`src/idb_pkg.sv`:
```
// Package of constants for the interrupt descriptor builder.
package idb_pkg;

	// ****************************************************************
	// Descriptor fields
	// ****************************************************************
	localparam int DIR_BIT      = 31;
	localparam int GRP_LO_MSB   = 30;
	localparam int GRP_LO_LSB   = 29;
	localparam int LANE_MSB     = 28;
	localparam int LANE_LSB     = 24;
	localparam int EVENT_MSB    = 23;
	localparam int EVENT_LSB    = 20;
	localparam int ERROR_MSB    = 19;
	localparam int ERROR_LSB    = 16;
	localparam int DROPPED_BIT  = 15;
	localparam int PARITY_BIT   = 13;
	localparam int GRP_HI_BIT   = 14;
	localparam int COUNT_MSB    = 12;
	localparam int COUNT_LSB    = 0;
	localparam int QLEN_W       = 15;
	localparam logic [14:0] QLEN_MIN = 15'h0001;
	localparam logic [31:0] DESC_RESET = 32'h0000_0000;

	// ****************************************************************
	// Event codes
	// ****************************************************************
	localparam logic [3:0] EV_NONE         = 4'h0;
	localparam logic [3:0] EV_SERVICE_DONE = 4'h1;
	localparam logic [3:0] EV_BUFFER_END   = 4'h2;
	localparam logic [3:0] EV_MESSAGE_END  = 4'h3;
	localparam logic [3:0] EV_PADFILL_END  = 4'h4;
	localparam logic [3:0] ERR_NONE        = 4'h0;

endpackage

```
`src/idb_queue_if.sv`:
```
// Interface carrying descriptors from the builder into the internal queue.
`timescale 1ns/1ns
interface idb_queue_if;
	logic        push;
	logic [31:0] push_data;
	logic        full;
	logic        mark_dropped;
	logic        mark_parity;
	logic        pop;
	logic [31:0] head_data;
	logic        empty;
	modport builder (output push, output push_data, input full,
		output mark_dropped, output mark_parity,
		output pop, input head_data, input empty);
	modport queue (input push, input push_data, output full,
		input mark_dropped, input mark_parity,
		input pop, output head_data, output empty);
endinterface

```
`src/idb_desc_fifo.sv`:
```
// Internal descriptor queue with marking of the newest entry.
`timescale 1ns/1ns
module idb_desc_fifo #(
	parameter int DEPTH = 8
) (
	input  wire logic  clock_in,
	input  wire logic  sys_rst_in,
	input  wire logic  enable_in,
	idb_queue_if.queue q
);
	localparam int AW = $clog2(DEPTH);

	logic [31:0]   mem_q [DEPTH];
	logic [31:0]   mem_d [DEPTH];
	logic [AW-1:0] wr_q, wr_d, rd_q, rd_d;
	logic [AW:0]   cnt_q, cnt_d;
	logic [AW-1:0] last;
	logic [31:0]   head_mark;

	assign q.full      = (cnt_q == (AW+1)'(DEPTH));
	assign q.empty     = (cnt_q == '0);
	assign q.head_data = mem_q[rd_q] | head_mark;
	assign last        = wr_q - AW'(1);

	// The newest entry may leave in the very cycle it is marked, so the
	// mark is passed on with it rather than lost.
	always_comb begin
		head_mark = '0;
		if (rd_q == last && !q.empty) begin
			head_mark[idb_pkg::DROPPED_BIT] = q.mark_dropped;
			head_mark[idb_pkg::PARITY_BIT]  = q.mark_parity;
		end
	end

	always_comb begin
		mem_d = mem_q;
		wr_d  = wr_q;
		rd_d  = rd_q;
		cnt_d = cnt_q;
		// Marks land on the newest entry, only one bit each.
		if (!q.empty && q.mark_dropped)
			mem_d[last][idb_pkg::DROPPED_BIT] = 1'b1;
		if (!q.empty && q.mark_parity)
			mem_d[last][idb_pkg::PARITY_BIT] = 1'b1;
		if (q.push && !q.full) begin
			mem_d[wr_q] = q.push_data;
			wr_d = (wr_q == AW'(DEPTH-1)) ? '0 : wr_q + AW'(1);
		end
		if (q.pop && !q.empty)
			rd_d = (rd_q == AW'(DEPTH-1)) ? '0 : rd_q + AW'(1);
		cnt_d = cnt_q + (AW+1)'(q.push && !q.full)
			- (AW+1)'(q.pop && !q.empty);
	end

	always_ff @(posedge clock_in or posedge sys_rst_in) begin
		if (sys_rst_in) begin
			for (int i = 0; i < DEPTH; i++)
				mem_q[i] <= idb_pkg::DESC_RESET;
			wr_q  <= '0;
			rd_q  <= '0;
			cnt_q <= '0;
		end else if (enable_in) begin
			mem_q <= mem_d;
			wr_q  <= wr_d;
			rd_q  <= rd_d;
			cnt_q <= cnt_d;
		end
	end

	property p_count_bound;
		@(posedge clock_in) disable iff (sys_rst_in)
		cnt_q <= (AW+1)'(DEPTH);
	endproperty
	a_count_bound: assert property (p_count_bound)
		else $error("Queue count exceeds depth.");
endmodule

```
`src/idb_builder.sv`:
```
// Interrupt descriptor builder with shared memory queue writer.
`timescale 1ns/1ns
module idb_builder #(
	parameter int FIFO_DEPTH = 8,
	parameter int GROUPS     = 8
) (
	input  wire logic        clock_in,
	input  wire logic        sys_rst_in,
	input  wire logic        enable_in,
	input  wire logic [2:0]  group_in,
	input  wire logic [4:0]  lane_index_in,
	input  wire logic        dir_tx_in,
	input  wire logic        service_done_notice_in,
	input  wire logic        end_of_buffer_in,
	input  wire logic        buffer_end_notify_enable_in,
	input  wire logic [12:0] buffer_byte_count_in,
	input  wire logic        message_end_in,
	input  wire logic        padfill_end_in,
	input  wire logic        padfill_irq_enable_in,
	input  wire logic [7:0]  pad_count_in,
	input  wire logic        error_valid_in,
	input  wire logic [3:0]  error_code_in,
	input  wire logic        solo_event_valid_in,
	input  wire logic [3:0]  solo_event_code_in,
	input  wire logic        out_of_frame_in,
	input  wire logic        frame_alignment_shift_in,
	input  wire logic        bus_parity_fault_in,
	input  wire logic [31:0] queue_base_in,
	input  wire logic [14:0] queue_size_dwords_in,
	input  wire logic        mem_ready_in,
	output logic             mem_write_out,
	output logic [31:0]      mem_addr_out,
	output logic [31:0]      mem_data_out,
	output logic             accept_out
);
	idb_queue_if qi ();

	idb_desc_fifo #(.DEPTH(FIFO_DEPTH)) u_fifo (
		.clock_in   (clock_in),
		.sys_rst_in (sys_rst_in),
		.enable_in  (enable_in),
		.q          (qi)
	);

	// ****************************************************************
	// Descriptor assembly
	// ****************************************************************
	function automatic logic [31:0] pack(input logic dir,
		input logic [2:0] group_number_low, input logic [4:0] lane,
		input logic [3:0] ev, input logic [3:0] er,
		input logic [12:0] cnt);
		logic [31:0] d;
		d = idb_pkg::DESC_RESET;
		d[idb_pkg::DIR_BIT] = dir;
		d[idb_pkg::GRP_LO_MSB:idb_pkg::GRP_LO_LSB] = group_number_low[1:0];
		d[idb_pkg::GRP_HI_BIT] = group_number_low[2];
		d[idb_pkg::LANE_MSB:idb_pkg::LANE_LSB] = lane;
		d[idb_pkg::EVENT_MSB:idb_pkg::EVENT_LSB] = ev;
		d[idb_pkg::ERROR_MSB:idb_pkg::ERROR_LSB] = er;
		d[idb_pkg::COUNT_MSB:idb_pkg::COUNT_LSB] = cnt;
		return d;
	endfunction

	logic [GROUPS-1:0] frame_seen_q, frame_seen_d;
	logic              frame_cond;
	logic              frame_fire;
	logic              frame_take;
	logic              eob_ok, eom_ok, pad_ok;
	logic [3:0]        data_ev;
	logic              want;
	logic [31:0]       desc;

	assign frame_cond = out_of_frame_in | frame_alignment_shift_in;
	// One report per group until the condition clears and returns.
	assign frame_fire = frame_cond & ~frame_seen_q[group_in];
	assign eob_ok = end_of_buffer_in & buffer_end_notify_enable_in;
	assign eom_ok = message_end_in;
	assign pad_ok = padfill_end_in & padfill_irq_enable_in
		& (pad_count_in != 8'h00);

	always_comb begin
		frame_seen_d = frame_seen_q;
		// A report pushed aside by a busier item stays owed.
		frame_seen_d[group_in] = frame_cond
			& (frame_seen_q[group_in] | frame_take);
	end

	// Priority picks one item per cycle; only buffer or message end
	// may carry a simultaneous error. Solo items take precedence and
	// leave the rest to be raised again by their source.
	always_comb begin
		data_ev = eob_ok ? idb_pkg::EV_BUFFER_END :
			(eom_ok ? idb_pkg::EV_MESSAGE_END : idb_pkg::EV_NONE);
		want = 1'b1;
		frame_take = 1'b0;
		desc = idb_pkg::DESC_RESET;
		if (service_done_notice_in)
			desc = pack(dir_tx_in, group_in, lane_index_in,
				idb_pkg::EV_SERVICE_DONE, idb_pkg::ERR_NONE,
				13'h0000);
		else if (pad_ok)
			desc = pack(1'b1, group_in, lane_index_in,
				idb_pkg::EV_PADFILL_END, idb_pkg::ERR_NONE,
				13'h0000);
		else if (solo_event_valid_in)
			desc = pack(dir_tx_in, group_in, lane_index_in,
				solo_event_code_in, idb_pkg::ERR_NONE,
				13'h0000);
		else if (data_ev != idb_pkg::EV_NONE)
			desc = pack(dir_tx_in, group_in, lane_index_in, data_ev,
				error_valid_in ? error_code_in : idb_pkg::ERR_NONE,
				eob_ok ? buffer_byte_count_in : 13'h0000);
		else if (error_valid_in)
			desc = pack(dir_tx_in, group_in, lane_index_in,
				idb_pkg::EV_NONE, error_code_in, 13'h0000);
		else if (frame_fire) begin
			desc = pack(dir_tx_in, group_in, lane_index_in,
				idb_pkg::EV_NONE, error_code_in, 13'h0000);
			frame_take = 1'b1;
		end else
			want = 1'b0;
	end

	assign accept_out      = ~qi.full;
	assign qi.push         = want & enable_in;
	assign qi.push_data    = desc;
	// Lost and parity marks go onto the newest queued entry only.
	assign qi.mark_dropped = want & qi.full & enable_in;
	assign qi.mark_parity  = bus_parity_fault_in & enable_in;

	// ****************************************************************
	// Shared memory writer
	// ****************************************************************
	typedef enum logic [0:0] {ST_IDLE, ST_WRITE} idb_wr_e;
	idb_wr_e      st_q, st_d;
	logic [14:0]  slot_q, slot_d;
	logic         wr_q, wr_d;
	logic [31:0]  addr_q, addr_d, data_q, data_d;
	logic [14:0]  qlen;

	// A length below the minimum is treated as the minimum.
	assign qlen = (queue_size_dwords_in < idb_pkg::QLEN_MIN) ?
		idb_pkg::QLEN_MIN : queue_size_dwords_in;
	assign qi.pop = (st_q == ST_IDLE) & ~qi.empty & enable_in;

	always_comb begin
		st_d   = st_q;
		slot_d = slot_q;
		wr_d   = wr_q;
		addr_d = addr_q;
		data_d = data_q;
		case (st_q)
			ST_IDLE: begin
				if (!qi.empty) begin
					st_d   = ST_WRITE;
					wr_d   = 1'b1;
					data_d = qi.head_data;
					addr_d = queue_base_in + {15'h0000, slot_q, 2'b00};
				end
			end
			ST_WRITE: begin
				if (mem_ready_in) begin
					st_d   = ST_IDLE;
					wr_d   = 1'b0;
					slot_d = (slot_q >= qlen) ? 15'h0000 :
						slot_q + 15'h0001;
				end
			end
			default: st_d = ST_IDLE;
		endcase
	end

	always_ff @(posedge clock_in or posedge sys_rst_in) begin
		if (sys_rst_in) begin
			st_q         <= ST_IDLE;
			slot_q       <= 15'h0000;
			wr_q         <= 1'b0;
			addr_q       <= 32'h0000_0000;
			data_q       <= 32'h0000_0000;
			frame_seen_q <= '0;
		end else if (enable_in) begin
			st_q         <= st_d;
			slot_q       <= slot_d;
			wr_q         <= wr_d;
			addr_q       <= addr_d;
			data_q       <= data_d;
			frame_seen_q <= frame_seen_d;
		end
	end

	assign mem_write_out = wr_q;
	assign mem_addr_out  = addr_q;
	assign mem_data_out  = data_q;

	// ****************************************************************
	// Checks
	// ****************************************************************
	property p_frame_once;
		@(posedge clock_in) disable iff (sys_rst_in)
		(enable_in && frame_take) |=> !frame_fire || !frame_cond
			|| $changed(group_in);
	endproperty
	a_frame_once: assert property (p_frame_once)
		else $error("Framing reported twice in a group.");

	property p_solo;
		@(posedge clock_in) disable iff (sys_rst_in)
		(qi.push && (service_done_notice_in || pad_ok))
		|-> desc[idb_pkg::ERROR_MSB:idb_pkg::ERROR_LSB] == 4'h0
		&& desc[idb_pkg::EVENT_MSB:idb_pkg::EVENT_LSB] ==
		(service_done_notice_in ? idb_pkg::EV_SERVICE_DONE :
		idb_pkg::EV_PADFILL_END);
	endproperty
	a_solo: assert property (p_solo)
		else $error("Solo item shares its descriptor.");

	property p_pad_gate;
		@(posedge clock_in) disable iff (sys_rst_in)
		(qi.push && desc[idb_pkg::EVENT_MSB:idb_pkg::EVENT_LSB]
		== idb_pkg::EV_PADFILL_END) |-> padfill_irq_enable_in
		&& pad_count_in != 8'h00 && desc[idb_pkg::DIR_BIT];
	endproperty
	a_pad_gate: assert property (p_pad_gate)
		else $error("Padfill end without enable.");

	property p_count;
		@(posedge clock_in) disable iff (sys_rst_in)
		(qi.push && eob_ok && !service_done_notice_in && !pad_ok
		&& !solo_event_valid_in) |-> desc[12:0] == buffer_byte_count_in;
	endproperty
	a_count: assert property (p_count)
		else $error("Buffer end lacks byte count.");

	property p_lane;
		@(posedge clock_in) disable iff (sys_rst_in)
		qi.push |-> desc[idb_pkg::LANE_MSB:idb_pkg::LANE_LSB]
		== lane_index_in && desc[idb_pkg::GRP_HI_BIT] == group_in[2];
	endproperty
	a_lane: assert property (p_lane)
		else $error("Source identity wrong.");

	property p_write_hold;
		@(posedge clock_in) disable iff (sys_rst_in)
		(mem_write_out && !mem_ready_in && enable_in) |=>
		mem_write_out && $stable(mem_data_out);
	endproperty
	a_write_hold: assert property (p_write_hold)
		else $error("Write dropped before ready.");

	property p_wrap;
		@(posedge clock_in) disable iff (sys_rst_in)
		(enable_in && mem_write_out && mem_ready_in && slot_q >= qlen)
		|=> slot_q == 15'h0000;
	endproperty
	a_wrap: assert property (p_wrap)
		else $error("Queue slot did not wrap.");

	property p_lost;
		@(posedge clock_in) disable iff (sys_rst_in)
		qi.mark_dropped |-> qi.full && !(qi.push && !qi.full);
	endproperty
	a_lost: assert property (p_lost)
		else $error("Lost mark formed a descriptor.");

	c_write: cover property (@(posedge clock_in)
		mem_write_out && mem_ready_in);
	c_lost: cover property (@(posedge clock_in) qi.mark_dropped);
	c_frame: cover property (@(posedge clock_in) frame_fire);
endmodule

```
`config.mk`:
```
export PLATFORM = sky130hd
export DESIGN_NAME = idb_builder
export DESIGN_NICKNAME = d
export VERILOG_FILES = /design/src/idb_pkg.sv /design/src/idb_queue_if.sv /design/src/idb_desc_fifo.sv /design/src/idb_builder.sv
export SDC_FILE = /design/constraint.sdc
export NUM_CORES = 1
export LEC_CHECK = 0
export BUFFER_PORTS_ARGS = -buffer_cell sky130_fd_sc_hd__clkbuf_2
export CORE_MARGIN = 3
export CORE_UTILIZATION = 28
export CTS_CLUSTER_DIAMETER = 100
export DETAILED_ROUTE_END_ITERATION = 10
export PLACE_DENSITY = 0.47
export SLEW_MARGIN = 0
export SYNTH_ARGS = -nofsm -noshare
export SYNTH_HDL_FRONTEND = slang
export SYNTH_SLANG_ARGS = --single-unit
```
`constraint.sdc`:
```
create_clock -name clock_in -period 21.7 [get_ports clock_in]
set_input_delay 3.255 -clock clock_in [delete_from_list [all_inputs] [get_ports clock_in]]
set_output_delay 3.255 -clock clock_in [all_outputs]
set_load 0.01 [all_outputs]
```
== After elaboration in Yosys (flattened, before gate mapping) ==
Index checks and enable logic that the tools add are counted.
Widths: inputs -> output; s select.

* Flip-flop bits (word level): 355

* Add/subtract/negate cells: 7
* Magnitude comparators: 9
* Equality and inequality tests: 6
* Mux-type cells: 51
* Bitwise operators: 23
* Reductions and logical operators: 18

{| class="wikitable"
|+ Operators by type and width
! kind !! number
|-
| $mux 256 || 3
|-
| $or 256x256->256 || 2
|-
| $demux 32 s3 || 3
|-
| $mux 32 || 9
|-
| $bwmux 256 || 1
|-
| $bmux 32 s3 || 1
|-
| $add 32x17->32 || 1
|-
| $or 32x16->32 || 1
|-
| $mux 15 || 2
|-
| $mux 1 || 19
|-
| $mux 16 || 1
|-
| $add 15x1->15 const B || 1
|-
| $ge 15x15->1 || 1
|-
| $lt 15x1->1 const B || 1
|-
| $mux 14 || 1
|-
| $mux 13 || 1
|-
| $ge 4x4->1 const B || 3
|-
| $not 3->4 || 3
|-
| $and 1x1->1 || 11
|-
| $reduce_and 3->1 || 3
|-
| $bwmux 8 || 1
|-
| $logic_and 1x1->1 || 8
|-
| $lt 4x1->1 const B || 2
|-
| $reduce_bool 8->1 || 1
|-
| other kinds (22) || 34
|}

== Depth between registers and ports, before layout ==
Gate-level depths: netlist of run 1.

* Depth in word-level cells: 18
* Mapped depth: 13

== Hierarchy ==
From an unflattened synthesis of run 1, not the netlist that was laid out.

* Cells, all modules: 1424
* Area total of the unflattened synthesis: 18121.1 µm²

{| class="wikitable"
|+ Modules (own cells, without submodules)
! module !! instances !! cells each !! area each (µm²) !! seq. area each (µm²)
|-
| idb_desc_fifo || 1 || 765 || 12562.0 || 6656.4
|-
| idb_builder || 1 || 659 || 5559.1 || 2227.1
|}

== Worst setup path after synthesis of run 1 ==
Ideal clock, no wire load.

* Path kind: input port to flip-flop
* Start: in group_in[1]
* End: reg u_fifo.cnt_q[1]
* Library setup time: 136 ps
* Arrival time: 5654 ps
* Data required time: 21564 ps
* Slack: 15910 ps
* Cell stages on the path: 11
* Path buffers: 2
* Cell sequence: buf_6 > mux4_2 > mux2_2 > o2111ai_1 > buf_2 > nand2_1 > inv_1 > ha_1 > fa_1 > nand2_1 > o21ai_0

* Longest elaborated chain between the ends: 14

{| class="wikitable"
|+ Ends and longest elaborated chain
! what !! line !! RTL
|-
| start, declared || idb_builder.sv:10 || <nowiki>input wire logic [2:0] group_in,</nowiki>
|-
| $bmux 1 s3 || idb_builder.sv:75 || <nowiki>assign frame_fire = frame_cond & ~frame_seen_q[group_in];</nowiki>
|-
| $mux 1 (not written as such) || idb_builder.sv:75 ||
|-
| $not 1->1 || idb_builder.sv:75 ||
|-
| $and 1x1->1 || idb_builder.sv:75 ||
|-
| $mux 1 || idb_builder.sv:116 || <nowiki>else if (frame_fire) begin</nowiki>
|-
| $mux 1 || idb_builder.sv:113 || <nowiki>else if (error_valid_in)</nowiki>
|-
| $mux 1 || idb_builder.sv:109 || <nowiki>else if (data_ev != idb_pkg::EV_NONE)</nowiki>
|-
| $mux 1 || idb_builder.sv:105 || <nowiki>else if (solo_event_valid_in)</nowiki>
|-
| $mux 1 || idb_builder.sv:101 || <nowiki>else if (pad_ok)</nowiki>
|-
| $mux 1 || idb_builder.sv:97 || <nowiki>if (service_done_notice_in)</nowiki>
|-
| $and 1x1->1 || idb_builder.sv:125 || <nowiki>assign qi.push = want & enable_in;</nowiki>
|-
| $logic_and 1x1->1 || idb_desc_fifo.sv:51 || <nowiki>cnt_d = cnt_q + (AW+1)'(q.push && !q.full)</nowiki>
|-
| $add 4x1->4 || idb_desc_fifo.sv:51 ||
|-
| $sub 4x1->4 || idb_desc_fifo.sv:52 || <nowiki>- (AW+1)'(q.pop && !q.empty);</nowiki>
|-
| via u_fifo.cnt_d[1] || idb_desc_fifo.sv:16 || <nowiki>logic [AW:0] cnt_q, cnt_d;</nowiki>
|-
| end signal, assigned || idb_desc_fifo.sv:66 || <nowiki>cnt_q <= cnt_d;</nowiki>
|-
| end signal, assigned || idb_desc_fifo.sv:72 || <nowiki>cnt_q <= (AW+1)'(DEPTH);</nowiki>
|-
| end, declared || idb_desc_fifo.sv:16 ||
|}

The timed path passes the listed nets, and every way through them passes these cells. The select of a mux whose other input is x is not followed.
A chain may end at the register's enable or synchronous reset.

== Worst setup path in the final report of run 1 ==
* Start: in enable_in
* End: reg u_fifo.cnt_q[2]

* Longest elaborated chain between the ends: 4
* Elaborated cells between the ends (all ways): 6
* Those cells by class: 2 x add/sub; 2 x bitwise; 2 x reduce/logical

{| class="wikitable"
|+ Ends and longest elaborated chain
! what !! line !! RTL
|-
| start, declared || idb_builder.sv:9 || <nowiki>input wire logic enable_in,</nowiki>
|-
| $and 1x1->1 || idb_builder.sv:125 ||
|-
| $logic_and 1x1->1 || idb_desc_fifo.sv:51 ||
|-
| $add 4x1->4 || idb_desc_fifo.sv:51 ||
|-
| $sub 4x1->4 || idb_desc_fifo.sv:52 ||
|}

Several ways; a longest one is shown, not always the timed one.

==> flow_summary_export.csv, run 1 <==
group,metric,value,unit
die,initial_core_util,0.2836,
sta,min_period_over_period,0.2762,
global_route,antenna_found_initial,0,
synth,synth-seq-cells,355,
place,io_buffer_count,165,
synth,synth_seq_area_share,0.5180,
cells_and_area,final_core_util,0.3330,
cts,htreeDepth,2,
critical_path,worstPathRequired,22.13,ns
sta,hold_violations,0,
critical_path,cp.arrival,6.42,ns
status,status,"finished, final reports clean",
synth,async_flop_share,1.000,
die,io_pins,166,
power,power.density,124.3,nW/um2
route,antenna_left,0,
cts,insertion_delay,0.58,ns
cts,ctsResizeCount,0,
cells_and_area,syn_to_final_growth,17.43,%
synth,syn_area_per_cell,10.59,um2
cts,tritoncts,"yes",
critical_path,rr_startpoint,"u_fifo.cnt_q[2]",
critical_path,worstRegToRegCells,10,
route,drt-pass1-iter-count,5,
power,clkPwrFrac,0.289,
critical_path,cp_max_fo,66,
power,switching_power,858.8,uW
sta,fmax,0.1668,GHz
route,drt-total-wl,46270,um
synth,synth_top_area_cell,"dfrtp_1",
synth,synth_area_leaders,"dfrtp_1 52%, mux4_2 8.7%, o21ai_0 7.4%",
die,die_y,253.5,um
global_route,grt_pass1_wl,73660,um
global_route,grt-ovfl-total,0,
power,ir_worst_vdd,55.72,uV
cts,cts.sinks,355,
die,row_count,90,
cells_and_area,diodes,0,
sta,max-slew-margin-rel,0.3163,
sta,period_needed,5.995,ns
cells_and_area,fin_nets,1889,
synth,synth-edff-count,0,
cts,cts-buffers-inserted,44,
global_route,grt_pass1_vias,12707,
cts,cts_hold_buf,0,
worst_hold_path,hp-start,"u_fifo.mem_q[160]",
power,p_leak,0.009113,uW
cells_and_area,nFillCells,6116,
cts,clk_pin_slew_worst_paths,0.05,ns
sta,drv_slew,0,
sta,worstMarginPinSlew,1.026,ns
sta,rsz0062_at_grt,"false",
power,p_comb_frac,0.299,
power,seq_power_share,0.412,
power,swShare,0.3432,
synth,ys_types,62,
route,via_per_inst,4.869,
route,wire_per_inst,18.09,um
cells_and_area,layout-drive-gt1-share,0.2179,
critical_path,reg2reg_slack,18.10,ns
place,dp_hpwl,29620,um
synth,syn-instance-count,1620,
synth,yosysWarnings,0,
route,drc,0,
cts,clockBufferDepth,3,
global_route,grt_max_degree,169,
synth,syn_area,17150,um2
worst_hold_path,hold_depth,2,
worst_hold_path,hold_path_class,"register to register",
sta,setup_viol,0,
place,routabilityCongestion,0.7938,
die,coreArea,60470,um2
cts,post_cts_buffers,0,
synth,syn_nets,1764,
run,drv_cap,0,
sta,final.setup.tns,0,ns
die,die_w,253.5,um
route,first_iter_violations,775,
global_route,globalRouteTotalUtil,0.1456,
critical_path,path_class,"input port to register",
synth,synthFlopType,"dfrtp_1",
critical_path,crit_path_start,"enable_in",
die,die_area,64250,um2
sta,finClkSkew,0.02796,ns
cts,root_buffer,"clkbuf_16",
route,dr_total_vias,12454,
synth,yosysMostFrequentCell,"dfrtp_1",
synth,yosysTopAreaCellShare,0.5180,
critical_path,cp-end-kind,"register",
critical_path,start_kind,"input port",
synth,synth_commonest_cells,"355 x dfrtp_1, 320 x nand2_1, 254 x o21ai_0, 81 x clkbuf_1, 66 x mux4_2",
power,p_int,1644,uW
-- registers in the layout (all words and copies together) (netlist names) --
name	cells
mem_data_out	32
u_fifo.mem_q	256
slot_q	15
u_fifo.rd_q	3
mem_write_out	1
u_fifo.cnt_q	4
frame_seen_q	8
u_fifo.wr_q	3
mem_addr_out	32
st_q	1
-- logic make-up (layout without fill, tap and decap cells) --
logic type	after synthesis	after routing	synth area share
adders and majority gates	44	44	0.03298
muxes	144	144	0.1361
xor gates and xnor gates	33	33	0.01685
buffers and inverters	143	299	0.03436
DFF	355	355	0.5180
AOI/OAI and AO/OA	419	419	0.1409
and+or+nand+nor	482	482	0.1207
-- power groups by stage --
stage / sequential (uW) / combinational [uW] / clock [uW]
6_report: 1030 / 748 / 723
5_1_grt: 1060 / 846 / 777
4_1_cts: 1030 / 765 / 749
3_5_place_dp: 1040 / 765 / 0
3_3_place_gp: 1040 / 751 / 0
2_1_floorplan: 990 / 557 / 0
-- area by class of cell --
class,instances,area [um2],share of cell area
Sequential cell,355,8892,0.4416
Multi-Input combinational cell,1122,7712,0.3830
Clock buffer,62,1259,0.06250
Tap cell,782,978.4,0.04859
Timing Repair Buffer,182,965.9,0.04797
Clock inverter,15,172.7,0.008574
Inverter,40,157.7,0.007828
-- layer usage --
layer / vias up / global-route usage / share of wire
li1: 6051 / - / -
met1: 6099 / 0.1963 / 0.46
met2: 243 / 0.2448 / 0.48
met3: 61 / 0.02446 / 0.044
met4: 0 / 0.03543 / 0.019
met5: - / 0 / 0
-- path summary, 6_finish.rpt --
path	to
setup / recovery	u_fifo.cnt_q[2]
hold / removal	u_fifo.mem_q[160]
setup reg to reg	u_fifo.cnt_q[2]
hold reg to reg	u_fifo.mem_q[160]
max in group asynchronous	u_fifo.mem_q[146]
min in group asynchronous	mem_addr_out[20]
-- per-stage QoR --
step           total power [uW]  hold slack, ns  setup WS [ns]  std cells  area, um2
3_5_place_dp               1809          0.4651          15.02       2481      18710
3_3_place_gp               1787          0.4549          15.08       2481      18710
4_1_cts                    2548          0.4783          15.62       2558      20140
6_report                   2503          0.4740          15.71       2558      20140
5_1_grt                    2683          0.4916          15.34       2558      20140
2_1_floorplan              1547          0.4432          8.596       1620      17150
-- placed cells by master (no fill, tap or decap), types with 13 or more instances in the layout --
cell	instances
buf_4	16
nand3_1	22
ha_1	42
and3_1	13
nor3_1	14
mux2i_1	36
dfrtp_1	352
nand2_1	316
clkbuf_16	44
inv_1	37
o21ai_0	254
xor2_1	17
xnor2_1	16
mux4_2	66
a21oi_1	41
mux2_2	38
clkbuf_2	165
nor2_1	56
o31ai_1	32
o21ai_1	14
-- critical path, cell delays in order --
cell	delay (ns)
clkbuf_2	0.25
inv_1	0.20
a211o_4	0.52
clkinv_1	0.75
ha_1	0.54
inv_1	0.04
ha_1	0.21
fa_1	0.38
xnor2_1	0.16
a21oi_1	0.08
No activity file was read; power rests on OpenSTA's default activity.
==> run 2: changes to the inputs <==
- clock period: 21.7 -> 6.1 ns (I/O delays scaled with it)
==> flow_summary_export.csv, run 2 (synthesis gave the netlist of run 1 again) <==
group,metric,value,unit
power,ir_worst_vdd,216.9,uV
global_route,grt-ovfl-total,0,
sta,fin_hold_ws,0.3376,ns
sta,final.setup.tns,0,ns
cells_and_area,stdcell_area,20130,um2
place,routabilityCongestion,0.8178,
power,p_int,5825,uW
cells_and_area,regMostFlops,"u_fifo.mem_q",
power,p_comb_frac,0.296,
cells_and_area,largest_register_ffs,256,
sta,fmax,0.2890,GHz
route,drt-total-wl,47260,um
route,wire_per_inst,18.44,um
status,status,"finished, final reports clean",
worst_hold_path,hold_path_class,"input port to asynchronous set/reset pin",
cells_and_area,syn_to_final_growth,17.37,%
cts,insertion_delay,0.57,ns
die,io_pins,166,
cells_and_area,final_core_util,0.3329,
sta,hold_violations,0,
cts,cts.sinks,355,
critical_path,worst-path-buf-inv,3,
power,power.density,442.6,nW/um2
critical_path,cp_max_fo,35,
critical_path,cp_top_family,"buffers and inverters",
power,swShare,0.3462,
critical_path,path_cells,"clkbuf_2 > mux4_2 > mux2_2 > o2111ai_2 > buf_4 > nand3_2 > buf_4 > nand2_1 > o21ai_0",
cells_and_area,layout-drive-gt1-share,0.2163,
power,p_leak,0.009098,uW
cts,cts-buffers-inserted,44,
die,row_count,90,
power,seq_power_share,0.416,
critical_path,start_kind,"input port",
cts,htreeDepth,2,
sta,worstMarginPinSlew,1.133,ns
critical_path,path_class,"input port to register",
cts,ctsResizeCount,0,
route,drt-pass1-iter-count,4,
sta,min_period_over_period,0.5672,
place,dp_hpwl,30560,um
power,clkPwrFrac,0.287,
critical_path,cpMaxStageDelayCell,"mux4_2",
die,die_y,253.5,um
global_route,grt_pass1_vias,12713,
cells_and_area,fin_nets,1889,
critical_path,path_common_cell,"buf_4",
critical_path,worstPathRequired,6.53,ns
power,switching_power,3084,uW
global_route,antenna_found_initial,0,
route,dr_total_vias,12513,
place,io_buffer_count,165,
cts,cts_hold_buf,0,
cells_and_area,mostFrequentLayoutCells,"352 x dfrtp_1, 316 x nand2_1, 254 x o21ai_0, 165 x clkbuf_2, 66 x mux4_2",
global_route,grt_pass1_wl,74870,um
sta,rsz0062_at_grt,"false",
global_route,globalRouteTotalUtil,0.1483,
cts,clk_pin_slew_worst_paths,0.06,ns
cts,root_buffer,"clkbuf_16",
place,place_area,18720,um2
sta,period_needed,3.460,ns
sta,max-slew-margin-rel,0.2381,
cts,clockBufferDepth,3,
die,die_area,64250,um2
die,die_w,253.5,um
sta,drv_slew,0,
cells_and_area,nFillCells,6118,
run,drv_cap,0,
route,via_per_inst,4.884,
critical_path,cp-end-kind,"register",
sta,finClkSkew,0.01932,ns
route,antenna_left,0,
cells_and_area,final_common_cell,"dfrtp_1",
cts,tritoncts,"yes",
die,initial_core_util,0.2836,
route,drc,0,
critical_path,cp.arrival,3.89,ns
cts,post_cts_buffers,0,
die,coreArea,60470,um2
cells_and_area,diodes,0,
critical_path,cpPeakStageDelay,0.55,ns
global_route,grt_max_degree,173,
route,first_iter_violations,814,
sta,setup_viol,0,
run 2: cell count changes in the layout (fill, tap and decap cells not counted), sizes merged:
cell      previous run  this run
inv                 41        42
clkinvlp             0         2
clkinv              12        10
clkbuf             227       230
run 2: metal layers:
| metal | share of wire | global-route usage |
|---|---|---|
| met1 | 0.46 | 0.2007 |
| met2 | 0.48 | 0.2484 |
| met3 | 0.035 | 0.02180 |
| met4 | 0.020 | 0.04103 |
| met5 | 0 | 0 |
run 2: layout make-up:
class | count | area (um2) | area share
Sequential cell | 355 | 8892 | 0.4418
Multi-Input combinational cell | 1122 | 7712 | 0.3832
Clock buffer | 65 | 1240 | 0.06160
Timing Repair Buffer | 182 | 978.4 | 0.04861
Tap cell | 782 | 978.4 | 0.04861
Clock inverter | 16 | 172.7 | 0.008578
Inverter | 40 | 153.9 | 0.007646
run 2: power groups by stage:
stage               clock, uW  combinational [uW]  sequential, uW
floorplan                   0                1980            3520
global placement            0                2650            3730
detailed placement          0                2700            3760
CTS                      2660                2700            3720
global route             2760                2990            3820
finish                   2560                2640            3710
run 2: stage by stage:
step	setup WS, ns	total power [uW]	cells
after floorplan	0.4287	5503	1620
after global placement	2.014	6379	2481
after detailed placement	1.941	6452	2481
after CTS	2.559	9084	2562
after global routing	2.323	9567	2562
final	2.640	8908	2562
run 2: final timing paths:
path,from,end,slack (ns),cells past startpoint
worst max-delay path,group_in[1],u_fifo.mem_q[17],2.64,9
worst min-delay path,sys_rst_in,mem_addr_out[29],0.34,2
worst max register to register,slot_q[0],mem_addr_out[26],2.66,9
worst min register to register,mem_addr_out[6],mem_addr_out[6],0.47,1
max in group asynchronous,sys_rst_in,u_fifo.mem_q[17],4.49,3
min in group clock_in,mem_addr_out[6],mem_addr_out[6],0.47,1
==> run 3: changes to the inputs <==
- clock period: 6.1 -> 3.25 ns (I/O delays scaled with it)
==> flow_summary_export.csv, run 3 (synthesis gave the netlist of run 1 again) <==
group,metric,value,unit
cells_and_area,fin_nets,1921,
cts,cts-buffers-inserted,44,
sta,rsz0062_at_grt,"false",
die,io_pins,166,
cells_and_area,diodes,0,
sta,fmax,0.3661,GHz
die,die_area,64250,um2
sta,drv_slew,0,
route,via_per_inst,4.884,
critical_path,cpPeakStageDelay,0.73,ns
place,io_buffer_count,165,
cts,clockBufferDepth,3,
worst_hold_path,hold_path_class,"input port to asynchronous set/reset pin",
power,p_leak,0.009335,uW
cts,htreeDepth,2,
cells_and_area,regMostFlops,"u_fifo.mem_q",
route,antenna_left,0,
die,row_count,90,
place,routabilityCongestion,0.8102,
cells_and_area,final_common_cell,"dfrtp_1",
power,ir_worst_vdd,435.0,uV
sta,min_period_over_period,0.8405,
sta,finalWorstSetupSlack,0.5184,ns
critical_path,start_kind,"register",
cells_and_area,syn_to_final_growth,19.83,%
cells_and_area,mostFrequentLayoutCells,"352 x dfrtp_1, 316 x nand2_1, 254 x o21ai_0, 165 x clkbuf_2, 66 x mux4_2",
cells_and_area,largest_register_ffs,256,
place,dp_hpwl,31790,um
critical_path,cp.arrival,3.17,ns
global_route,antenna_found_initial,0,
cts,ctsResizeCount,0,
cells_and_area,nFillCells,6113,
cts,cts.sinks,355,
cells_and_area,layout-drive-gt1-share,0.2352,
sta,max-slew-margin-rel,0.2696,
global_route,grt-ovfl-total,0,
critical_path,cp-end-kind,"register",
power,power.density,826.5,nW/um2
sta,worstMarginPinSlew,1.096,ns
run,drv_cap,0,
route,drt-pass1-iter-count,5,
power,power,16980,uW
critical_path,cpMaxStageDelayCell,"or4b_4",
place,pre_cts_slack,0.1723,ns
die,die_y,253.5,um
cts,post_cts_buffers,0,
global_route,grt_pass1_wl,76160,um
route,drt-total-wl,47950,um
global_route,grt_pass1_vias,12943,
route,wire_per_inst,18.52,um
cts,root_buffer,"clkbuf_16",
die,coreArea,60470,um2
global_route,grt_max_degree,130,
route,dr_total_vias,12644,
route,drc,0,
route,first_iter_violations,655,
sta,finClkSkew,0.01539,ns
critical_path,worst-path-buf-inv,1,
sta,setup_viol,0,
critical_path,worstPathRequired,3.68,ns
critical_path,path_class,"register to register",
cts,cts_hold_buf,0,
sta,period_needed,2.732,ns
cts,clk_pin_slew_worst_paths,0.06,ns
status,status,"finished, final reports clean",
critical_path,cp_top_family,"simple AND/OR/NAND/NOR gates",
sta,hold_violations,0,
die,initial_core_util,0.2836,
global_route,globalRouteTotalUtil,0.1510,
cts,tritoncts,"yes",
critical_path,path_cells,"mux4_2 > mux2_2 > o2111a_2 > or4b_4 > buf_12 > nand2_1 > o21ai_2",
cts,insertion_delay,0.56,ns
critical_path,cp_max_fo,36,
die,die_w,253.5,um
[run 3: layout make-up]
class | instances | area [um2] | area share
clock inverters | 17 | 132.6 | 0.006454
repair buffers | 214 | 1381 | 0.06722
inverters | 40 | 153.9 | 0.007489
clock buffers | 59 | 1299 | 0.06320
well taps | 782 | 978.4 | 0.04761
multi-input cells | 1122 | 7712 | 0.3753
flip-flops and latches | 355 | 8892 | 0.4327
[run 3: worst paths after layout]
| path | startpoint | end | slack (ns) | cells past startpoint |
|---|---|---|---|---|
| setup / recovery | frame_seen_q[7] | u_fifo.mem_q[36] | 0.52 | 7 |
| hold / removal | sys_rst_in | mem_data_out[31] | 0.14 | 2 |
| setup reg to reg | frame_seen_q[7] | u_fifo.mem_q[36] | 0.52 | 7 |
| hold reg to reg | mem_addr_out[7] | mem_addr_out[7] | 0.47 | 2 |
| max in group asynchronous | sys_rst_in | mem_addr_out[0] | 2.30 | 3 |
| min in group clock_in | queue_base_in[0] | mem_addr_out[0] | 0.14 | 3 |
[run 3: where the power goes]
| part | internal (uW) | switching [uW] | leakage (uW) |
|---|---|---|---|
| Combinational | 2460 | 2820 | 0.00393 |
| Sequential | 5820 | 1050 | 0.00469 |
| Clock | 2880 | 1960 | 0.000711 |
| Total | 11100 | 5840 | 0.00933 |
[run 3: layer usage]
layer | vias to the layer above | GRT usage | routed length, um
li1 | 6102 | - | -
met1 | 6209 | 0.2037 | 21940
met2 | 277 | 0.2533 | 22950
met3 | 56 | 0.02149 | 1973
met4 | 0 | 0.04432 | 1089
met5 | - | 0 | 0
[run 3: metrics by stage]
step / std cells / utilization / hold slack, ns / TNS (ns) / area, um2
after floorplan: 1620 / - / 0.4432 / -707.82 / 17150
after global placement: 2513 / 0.3162 / 0.4562 / 0 / 19120
after detailed placement: 2513 / 0.3162 / 0.4658 / 0 / 19120
after CTS: 2589 / 0.3398 / 0.1010 / 0 / 20550
after global routing: 2589 / 0.3398 / 0.1364 / 0 / 20550
final: 2589 / 0.3398 / 0.1350 / 0 / 20550
